==> src/logic/jrpb_params.svh <==
// constants of the scan-to-register-port bridge
// assumes inclusion by bare name from every design file that needs it
`ifndef JRPB_PARAMS_SVH
`define JRPB_PARAMS_SVH

// ----------------------------------------------------------------------
// instruction register
// ----------------------------------------------------------------------
`define JRPB_IR_LEN 10
`define JRPB_MON_INSTR 10'h3f7
`define JRPB_IR_CAPTURE 10'h001
`define JRPB_IR_RESET 10'h3ff

// ----------------------------------------------------------------------
// monitor scan register and command word layout
// ----------------------------------------------------------------------
`define JRPB_DR_LEN 32
`define JRPB_DATA_MSB 15
`define JRPB_DATA_LSB 0
`define JRPB_ADDR_MSB 25
`define JRPB_ADDR_LSB 16
`define JRPB_CMD_MSB 29
`define JRPB_CMD_LSB 26
`define JRPB_UPPER_ZERO 16'h0000
`define JRPB_HELD_RESET 16'h0000

// ----------------------------------------------------------------------
// command codes
// ----------------------------------------------------------------------
`define JRPB_CMD_NOP 4'h0
`define JRPB_CMD_READ 4'h1
`define JRPB_CMD_WRITE 4'h2

`endif

==> src/logic/jrpb_pkg.sv <==
// types shared by the scan-to-register-port bridge
// assumes nothing beyond a SystemVerilog compiler
package jrpb_pkg;

    // ------------------------------------------------------------------
    // data and address carried on the register port, and the scan command field
    // ------------------------------------------------------------------
    typedef logic [15:0] jrpb_data_t;
    typedef logic [9:0] jrpb_addr_t;
    typedef logic [3:0] jrpb_cmd_t;

    // ------------------------------------------------------------------
    // test access port controller states
    // ------------------------------------------------------------------
    typedef enum logic [3:0] {
        TAP_RESET, TAP_IDLE,
        TAP_SEL_DR, TAP_CAP_DR, TAP_SHIFT_DR, TAP_EXIT1_DR,
        TAP_PAUSE_DR, TAP_EXIT2_DR, TAP_UPD_DR,
        TAP_SEL_IR, TAP_CAP_IR, TAP_SHIFT_IR, TAP_EXIT1_IR,
        TAP_PAUSE_IR, TAP_EXIT2_IR, TAP_UPD_IR
    } jrpb_tap_e;

    // ------------------------------------------------------------------
    // arbitrator states
    // ------------------------------------------------------------------
    typedef enum logic [1:0] {
        ARB_IDLE, ARB_FABRIC, ARB_SCAN
    } jrpb_arb_e;

endpackage : jrpb_pkg

==> src/logic/jrpb_sync.sv <==
// two-flop synchroniser for a bundle of unrelated level inputs
// assumes the inputs are asynchronous to clk; bits are not coherent
module jrpb_sync #(
    parameter int WIDTH = 1
) (
    input wire logic clk,
    input wire logic reset,
    input wire logic [WIDTH-1:0] async_in,
    output logic [WIDTH-1:0] sync_out
);
    logic [WIDTH-1:0] meta;

    if (WIDTH < 1)
    begin : g_check
        $error("jrpb_sync needs WIDTH of at least 1");
    end

    // first stage feeds the second and nothing else
    always_ff @(posedge clk)
    begin
        if (reset)
        begin
            meta <= '0;
            sync_out <= '0;
        end
        else
        begin
            meta <= async_in;
            sync_out <= meta;
        end
    end
endmodule : jrpb_sync

==> src/logic/jrpb_bridge.sv <==
// scan port to register port bridge with fabric arbitration
// assumes ref_clk is the port clock; tck/tms/tdi come from off chip
//
// How it works
// - instruction 1111110111 in the 10-bit register selects the monitor scan
// - the monitor scan register is fixed at 32 bits
// - the scan path is built in; no user primitive is needed
// - while that instruction holds, every data scan uses the monitor register
// - update hands the whole word to the arbitrator for the port access
// - a write is strobed onto a free port within six port clocks, then waits for port ready
// - capture loads the data the arbitrator holds now
// - captured word leaves on tdo lsb first while the next enters
// - low 16 bits carry port data, high 16 bits read zero
// - a read takes two scans; the result is held after the port read
// - held read result is captured in the next data scan
// - a scan starting before the read ends captures the stale data
// - reads pipeline: next read command shifts in with the last result
// - command word: data 15:0, address 25:16, command 29:26
// - command 0 no operation, 1 read, 2 write
// - neither a fabric nor a scan access interrupts the other
`include "jrpb_params.svh"

module jrpb_bridge #(
    parameter int IR_LEN = `JRPB_IR_LEN,
    parameter int DR_LEN = `JRPB_DR_LEN
) (
    input wire logic ref_clk,
    input wire logic reset,
    input wire logic tck,
    input wire logic tms,
    input wire logic tdi,
    output logic tdo,
    output logic tdo_en,
    output logic port_en,
    output logic port_we,
    output jrpb_pkg::jrpb_addr_t port_addr,
    output jrpb_pkg::jrpb_data_t port_wdata,
    input wire jrpb_pkg::jrpb_data_t port_rdata,
    input wire logic port_rdy,
    input wire logic fab_en,
    input wire logic fab_we,
    input wire jrpb_pkg::jrpb_addr_t fab_addr,
    input wire jrpb_pkg::jrpb_data_t fab_wdata,
    output jrpb_pkg::jrpb_data_t fab_rdata,
    output logic fab_rdy,
    output logic jtag_busy
);
    import jrpb_pkg::*;

    // ------------------------------------------------------------------
    // elaboration checks
    // ------------------------------------------------------------------
    if (IR_LEN != `JRPB_IR_LEN)
    begin : g_ir_check
        $error("instruction length must match the monitor instruction");
    end
    if (DR_LEN != `JRPB_DR_LEN)
    begin : g_dr_check
        $error("monitor scan register length is fixed");
    end

    // ------------------------------------------------------------------
    // pin sampling and tck edge detection
    // ------------------------------------------------------------------
    logic tck_s, tms_s, tdi_s, tck_d;
    logic tck_rise, tck_fall;

    jrpb_sync #(.WIDTH(3)) u_sync (
        .clk(ref_clk),
        .reset(reset),
        .async_in({tck, tms, tdi}),
        .sync_out({tck_s, tms_s, tdi_s})
    );

    // tck is oversampled; it must stay well below half of ref_clk
    always_ff @(posedge ref_clk)
    begin
        if (reset)
            tck_d <= 1'b0;
        else
            tck_d <= tck_s;
    end

    assign tck_rise = tck_s & ~tck_d;
    assign tck_fall = ~tck_s & tck_d;

    // ------------------------------------------------------------------
    // tap controller
    // ------------------------------------------------------------------
    jrpb_tap_e tap, next_tap;

    always_comb
    begin
        unique case (tap)
            TAP_RESET: next_tap = tms_s ? TAP_RESET : TAP_IDLE;
            TAP_IDLE: next_tap = tms_s ? TAP_SEL_DR : TAP_IDLE;
            TAP_SEL_DR: next_tap = tms_s ? TAP_SEL_IR : TAP_CAP_DR;
            TAP_CAP_DR: next_tap = tms_s ? TAP_EXIT1_DR : TAP_SHIFT_DR;
            TAP_SHIFT_DR: next_tap = tms_s ? TAP_EXIT1_DR : TAP_SHIFT_DR;
            TAP_EXIT1_DR: next_tap = tms_s ? TAP_UPD_DR : TAP_PAUSE_DR;
            TAP_PAUSE_DR: next_tap = tms_s ? TAP_EXIT2_DR : TAP_PAUSE_DR;
            TAP_EXIT2_DR: next_tap = tms_s ? TAP_UPD_DR : TAP_SHIFT_DR;
            TAP_UPD_DR: next_tap = tms_s ? TAP_SEL_DR : TAP_IDLE;
            TAP_SEL_IR: next_tap = tms_s ? TAP_RESET : TAP_CAP_IR;
            TAP_CAP_IR: next_tap = tms_s ? TAP_EXIT1_IR : TAP_SHIFT_IR;
            TAP_SHIFT_IR: next_tap = tms_s ? TAP_EXIT1_IR : TAP_SHIFT_IR;
            TAP_EXIT1_IR: next_tap = tms_s ? TAP_UPD_IR : TAP_PAUSE_IR;
            TAP_PAUSE_IR: next_tap = tms_s ? TAP_EXIT2_IR : TAP_PAUSE_IR;
            TAP_EXIT2_IR: next_tap = tms_s ? TAP_UPD_IR : TAP_SHIFT_IR;
            TAP_UPD_IR: next_tap = tms_s ? TAP_SEL_DR : TAP_IDLE;
        endcase
    end

    // state advances on each sampled tck rising edge
    always_ff @(posedge ref_clk)
    begin
        if (reset)
            tap <= TAP_RESET;
        else if (tck_rise)
            tap <= next_tap;
    end

    // ------------------------------------------------------------------
    // instruction register
    // ------------------------------------------------------------------
    logic [IR_LEN-1:0] ir_shift, ir;
    logic mon_sel;

    // the monitor path is hard wired; no user primitive is involved
    assign mon_sel = (ir == `JRPB_MON_INSTR);

    always_ff @(posedge ref_clk)
    begin
        if (reset)
        begin
            ir_shift <= `JRPB_IR_CAPTURE;
            ir <= `JRPB_IR_RESET;
        end
        else if (tck_rise)
        begin
            unique case (tap)
                TAP_RESET: ir <= `JRPB_IR_RESET;
                TAP_CAP_IR: ir_shift <= `JRPB_IR_CAPTURE;
                TAP_SHIFT_IR: ir_shift <= {tdi_s, ir_shift[IR_LEN-1:1]};
                default: ;
            endcase
        end
        else if (tck_fall && tap == TAP_UPD_IR)
            ir <= ir_shift;
    end

    // ------------------------------------------------------------------
    // data registers: monitor scan register and bypass bit
    // ------------------------------------------------------------------
    logic [DR_LEN-1:0] dr;
    logic bypass;
    jrpb_data_t held;
    logic upd_pulse;

    // other instructions fall back to a one-bit bypass path
    always_ff @(posedge ref_clk)
    begin
        if (reset)
        begin
            dr <= '0;
            bypass <= 1'b0;
        end
        else if (tck_rise && mon_sel)
        begin
            if (tap == TAP_CAP_DR)
                dr <= {`JRPB_UPPER_ZERO, held};
            else if (tap == TAP_SHIFT_DR)
                dr <= {tdi_s, dr[DR_LEN-1:1]};
        end
        else if (tck_rise)
        begin
            if (tap == TAP_CAP_DR)
                bypass <= 1'b0;
            else if (tap == TAP_SHIFT_DR)
                bypass <= tdi_s;
        end
    end

    // whole word goes to the arbitrator in update-dr
    assign upd_pulse = tck_fall && tap == TAP_UPD_DR && mon_sel;

    // tdo changes on the falling tck edge, lsb first
    always_ff @(posedge ref_clk)
    begin
        if (reset)
        begin
            tdo <= 1'b0;
            tdo_en <= 1'b0;
        end
        else if (tck_fall)
        begin
            tdo_en <= (tap == TAP_SHIFT_DR) || (tap == TAP_SHIFT_IR);
            if (tap == TAP_SHIFT_IR)
                tdo <= ir_shift[0];
            else if (mon_sel)
                tdo <= dr[0];
            else
                tdo <= bypass;
        end
    end

    // ------------------------------------------------------------------
    // pending requests from both sides
    // ------------------------------------------------------------------
    logic scan_pend, scan_we, fab_pend, fab_pend_we;
    jrpb_addr_t scan_addr, fab_pend_addr;
    jrpb_data_t scan_data, fab_pend_data;
    jrpb_cmd_t cmd;
    jrpb_arb_e arb;
    logic issue_fab, issue_scan, cmd_valid;
    // direction of the scan access on the port; scan_we may move meanwhile
    logic arb_we;

    assign cmd = dr[`JRPB_CMD_MSB:`JRPB_CMD_LSB];
    assign cmd_valid = (cmd == `JRPB_CMD_READ) || (cmd == `JRPB_CMD_WRITE);
    assign issue_fab = (arb == ARB_IDLE) && fab_pend;
    assign issue_scan = (arb == ARB_IDLE) && !fab_pend && scan_pend;

    // scan command latch; a new update wins over the issue clear
    always_ff @(posedge ref_clk)
    begin
        if (reset)
        begin
            scan_pend <= 1'b0;
            scan_we <= 1'b0;
            scan_addr <= '0;
            scan_data <= '0;
        end
        else if (upd_pulse && cmd_valid)
        begin
            scan_pend <= 1'b1;
            scan_we <= (cmd == `JRPB_CMD_WRITE);
            scan_addr <= dr[`JRPB_ADDR_MSB:`JRPB_ADDR_LSB];
            scan_data <= dr[`JRPB_DATA_MSB:`JRPB_DATA_LSB];
        end
        else if (issue_scan)
            scan_pend <= 1'b0;
    end

    // fabric request is queued while a scan access owns the port
    always_ff @(posedge ref_clk)
    begin
        if (reset)
        begin
            fab_pend <= 1'b0;
            fab_pend_we <= 1'b0;
            fab_pend_addr <= '0;
            fab_pend_data <= '0;
        end
        else if (fab_en)
        begin
            fab_pend <= 1'b1;
            fab_pend_we <= fab_we;
            fab_pend_addr <= fab_addr;
            fab_pend_data <= fab_wdata;
        end
        else if (issue_fab)
            fab_pend <= 1'b0;
    end

    // ------------------------------------------------------------------
    // arbitrator: one transaction at a time on the register port
    // ------------------------------------------------------------------
    always_ff @(posedge ref_clk)
    begin
        if (reset)
        begin
            arb <= ARB_IDLE;
            port_en <= 1'b0;
            port_we <= 1'b0;
            port_addr <= '0;
            port_wdata <= '0;
            fab_rdy <= 1'b0;
            fab_rdata <= '0;
            held <= `JRPB_HELD_RESET;
            arb_we <= 1'b0;
        end
        else
        begin
            port_en <= 1'b0;
            port_we <= 1'b0;
            fab_rdy <= 1'b0;
            unique case (arb)
                ARB_IDLE:
                    if (issue_fab)
                    begin
                        arb <= ARB_FABRIC;
                        port_en <= 1'b1;
                        port_we <= fab_pend_we;
                        port_addr <= fab_pend_addr;
                        port_wdata <= fab_pend_data;
                    end
                    else if (issue_scan)
                    begin
                        arb <= ARB_SCAN;
                        port_en <= 1'b1;
                        port_we <= scan_we;
                        arb_we <= scan_we;
                        port_addr <= scan_addr;
                        port_wdata <= scan_data;
                    end
                ARB_FABRIC:
                    if (port_rdy)
                    begin
                        arb <= ARB_IDLE;
                        fab_rdy <= 1'b1;
                        fab_rdata <= port_rdata;
                    end
                ARB_SCAN:
                    if (port_rdy)
                    begin
                        arb <= ARB_IDLE;
                        // issued fields, so a pipelined update cannot leak in
                        held <= arb_we ? port_wdata : port_rdata;
                    end
            endcase
        end
    end

    // busy from update until the scan transaction ends
    always_ff @(posedge ref_clk)
    begin
        if (reset)
            jtag_busy <= 1'b0;
        else
            jtag_busy <= (upd_pulse && cmd_valid) || scan_pend
                || (arb == ARB_SCAN && !port_rdy);
    end
endmodule : jrpb_bridge

==> config.mk <==
export PLATFORM = sky130hd
export DESIGN_NAME = jrpb_bridge
export DESIGN_NICKNAME = d
export VERILOG_FILES = /design/src/logic/jrpb_pkg.sv /design/src/logic/jrpb_sync.sv /design/src/logic/jrpb_bridge.sv
export VERILOG_INCLUDE_DIRS = /design/src /design/src/logic
export SDC_FILE = /design/constraint.sdc
export NUM_CORES = 1
export LEC_CHECK = 0
export BUFFER_PORTS_ARGS = -buffer_cell sky130_fd_sc_hd__clkbuf_2
export CAP_MARGIN = 10
export CORE_UTILIZATION = 25
export DETAILED_ROUTE_END_ITERATION = 10
export PLACE_DENSITY = 0.52
export SYNTH_ARGS = -nofsm -noshare
export SYNTH_HDL_FRONTEND = slang
export SYNTH_SLANG_ARGS = --single-unit
==> constraint.sdc <==
create_clock -name ref_clk -period 2.2 [get_ports ref_clk]
set_clock_uncertainty 0.1 [all_clocks]
set_input_delay 0.22 -clock ref_clk [delete_from_list [all_inputs] [get_ports ref_clk]]
set_output_delay 0.22 -clock ref_clk [all_outputs]
set_load 0.05 [all_outputs]
==> qor.txt <==
power per cell area - 890 nW/um^2
total grt overflow - 0
fin. max-slew vios - 0
clk_lat worst skew - 0.44 ns
Worst Path Max Fanout - 18
CP bufs+invs - 0
sequential share of the synthesized area - 48.3%
CP delay by family, top - simple AND/OR/NAND/NOR gates
# rows - 64
CTS sink count - 187
Core ar. - 30500 sq um
Final nets - 1052
commonest non-fill, non-tap cell in the layout - dfxtp_1
Clock Power Share - 38.3%
RSZ-0062 raised after global routing - no
remaining antenna violation count - 0
yosys warns - 0
#FFs+latches synth - 187
DR vias/cell - 4.72
Tightest Pin Transition - 0.927 ns
Synth area leader - dfxtp_1
Synth Cell Area - 7750 sq um
P&R area growth vs syn - 26.2%
worst path required time - 2.40 ns
pin count of the biggest net entering global routing - 98
first-pass GRT wire length - 34400 um
worst ir drop on vdd - 511 uV
Logic pwr share - 18.4%
Main synth FF type - dfxtp_1
vias in the first global route - 6478
average wire per standard cell - 15.0 um
placer congestion estimate - 0.768
CP peak stage delay - 0.48 ns
Cell Chain, Critical Path - or3b_4 -> a211o_2 -> nor2_8 -> a211oi_1
Max Fclk - 0.470 GHz
gr usage total - 13.5%
largest cells by area after synthesis - dfxtp_1, mux2i_1, a21oi_1, nor2_1, nand3_1
critical path launch point type - register
ANT cells - 0
Net Sw Frac - 31.5%
final-report setup violation count - 0
post-synth top area share - 48.3%
initial antenna violation count - 0
Worst EP arrival - 2.32 ns
Initial Util - 25.4%
Tcrit/Tclk final - 96.7%
area of the die - 31700 sq um
max cap viols - 0
endpoints failing hold - 0
Synth cell types - 49
post_cts resized - 0
share of layout cells above drive strength 1 - 17.5%
Post-Syn Nets - 946
DPL Wire Length - 13500 um
Setup CP Type - register to register
clock slew at reported path FFs - 0.08 ns
CTS tree - done
Crit-path slowest cell - dfxtp_1
Psw - 2740 uW
drt total wl - 21100 um
Worst Hold Class - primary input to register
Avg Cell Area, Syn - 8.67 sq um
DR DRC count - 0
Synth Instances - 893
CTS H-tree lvls - 4
number of synthesized flops with an enable pin - 0
CTS root buf - clkbuf_16
io pins - 98
postcts setup bufs - 0
most frequent cells in the layout - dfxtp_1, nor2_1, a21oi_1, clkbuf_2, nand2_1
iteration-0 DRC count of the detailed router - 299
Hold Slack - 0.0627 ns
setup tns final - 0 ns
via count - 6651
total CTS buffers - 17
hold buffers post-CTS - 46
Max Buffers Root-to-Sink - 2
DR pass1 iterations - 5
status - completed
Async SR Flop Fraction - 0%
P_int - 5960 uW
leakage - 0.00362 uW
crit path capture type - register
Die Y - 178 um
die width - 178 um
count of input and output buffers - 97
Tmin final - 2.13 ns
slew margin rel. - 38.2%
Sequential Power Share - 43.3%
[synthesized netlist by cell type (2+ instances only)]
master and number:
buf_1 4, a211oi_2 13, or3b_2 2, and4_1 2, buf_2 12, a311oi_1 24
nor4_1 4, nor4b_1 2, nor3_1 14, clkbuf_1 62, nand2b_1 5, buf_6 4
nor3b_1 3, dfxtp_1 187, a31oi_1 4, a221oi_1 3, inv_1 12, nor2_1 103
nand4_1 22, o21ai_0 54, ha_1 3, a21oi_1 97, a211oi_1 20, mux2i_1 60
nand3b_1 3, nor2b_1 10, o21ai_1 5, nand2_1 76, nand3_1 62, and2_1 2
[through the flow]
stage / area [sq um] / worst slack [ns] / utilization (%) / power, uW / std cells
2_1_floorplan: 7750 / 0.331 / - / 4920 / 893
3_3_place_gp: 8680 / 0.136 / 28.4 / 5380 / 1330
3_5_place_dp: 8680 / 0.116 / 28.4 / 5390 / 1330
4_1_cts: 9770 / 0.0852 / 32.0 / 8770 / 1408
5_1_grt: 9770 / 0.00946 / 32.0 / 9090 / 1408
6_report: 9770 / 0.0717 / 32.0 / 8690 / 1408
[kinds of logic (layout without fill, tap and decap cells)]
logic type,count (synthesis),in the layout,synth area share (%)
buffers and inverters,95,214,5.33
AO/OA/AOI/OAI,228,228,18.5
AND/OR/NAND/NOR,318,318,19.4
XOR/XNOR,2,2,0.226
flip-flops,187,187,48.3
adder cells (fa/ha/maj),3,3,0.485
multiplexers,60,60,7.75
[path summary, 6_finish.rpt]
check	startpoint	end	slack (ns)	cells past startpoint
hold / removal	reset	u_sync.meta[1]	0.06	2
setup reg to reg	tap[2]	dr[1]	0.07	4
setup / recovery	tap[2]	dr[1]	0.07	4
hold reg to reg	u_sync.meta[2]	u_sync.sync_out[2]	0.35	1
[power groups by stage]
stage                     Combinational (uW)  Sequential (uW)  Clock (uW)
after floorplan                          717             4200           0
after global placement                  1530             3850           0
after detailed placement                1540             3850           0
after CTS                               1610             3770        3390
after global routing                    1750             3800        3540
final                                   1600             3770        3330
[area by class of cell]
class                           count  area (sq um)
Clock buffer                       18           429
Fill cell                        3211         20700
Tap cell                          396           495
Clock inverter                     14           203
Inverter                           12          45.0
Timing Repair Buffer              170          1250
Multi-Input combinational cell    611          3600
Sequential cell                   187          3740
[layer usage]
layer | vias up | wire (um) | GRT usage, %
li1 | 3385 | - | -
met1 | 3132 | 10800 | 18.7
met2 | 117 | 9340 | 21.2
met3 | 17 | 722 | 2.66
met4 | 0 | 250 | 3.92
met5 | - | 0 | 0
[state kept, by name, indices dropped and copies added, names as in the netlist, 2 cells and up]
register,cells
scan_data,16
fab_pend_data,16
tap,4
arb,2
fab_rdata,16
port_wdata,16
port_addr,10
fab_pend_addr,10
ir,10
u_sync.sync_out,3
scan_addr,10
held,16
u_sync.meta,3
ir_shift,10
dr,32
(Power assumes the default switching activity.)
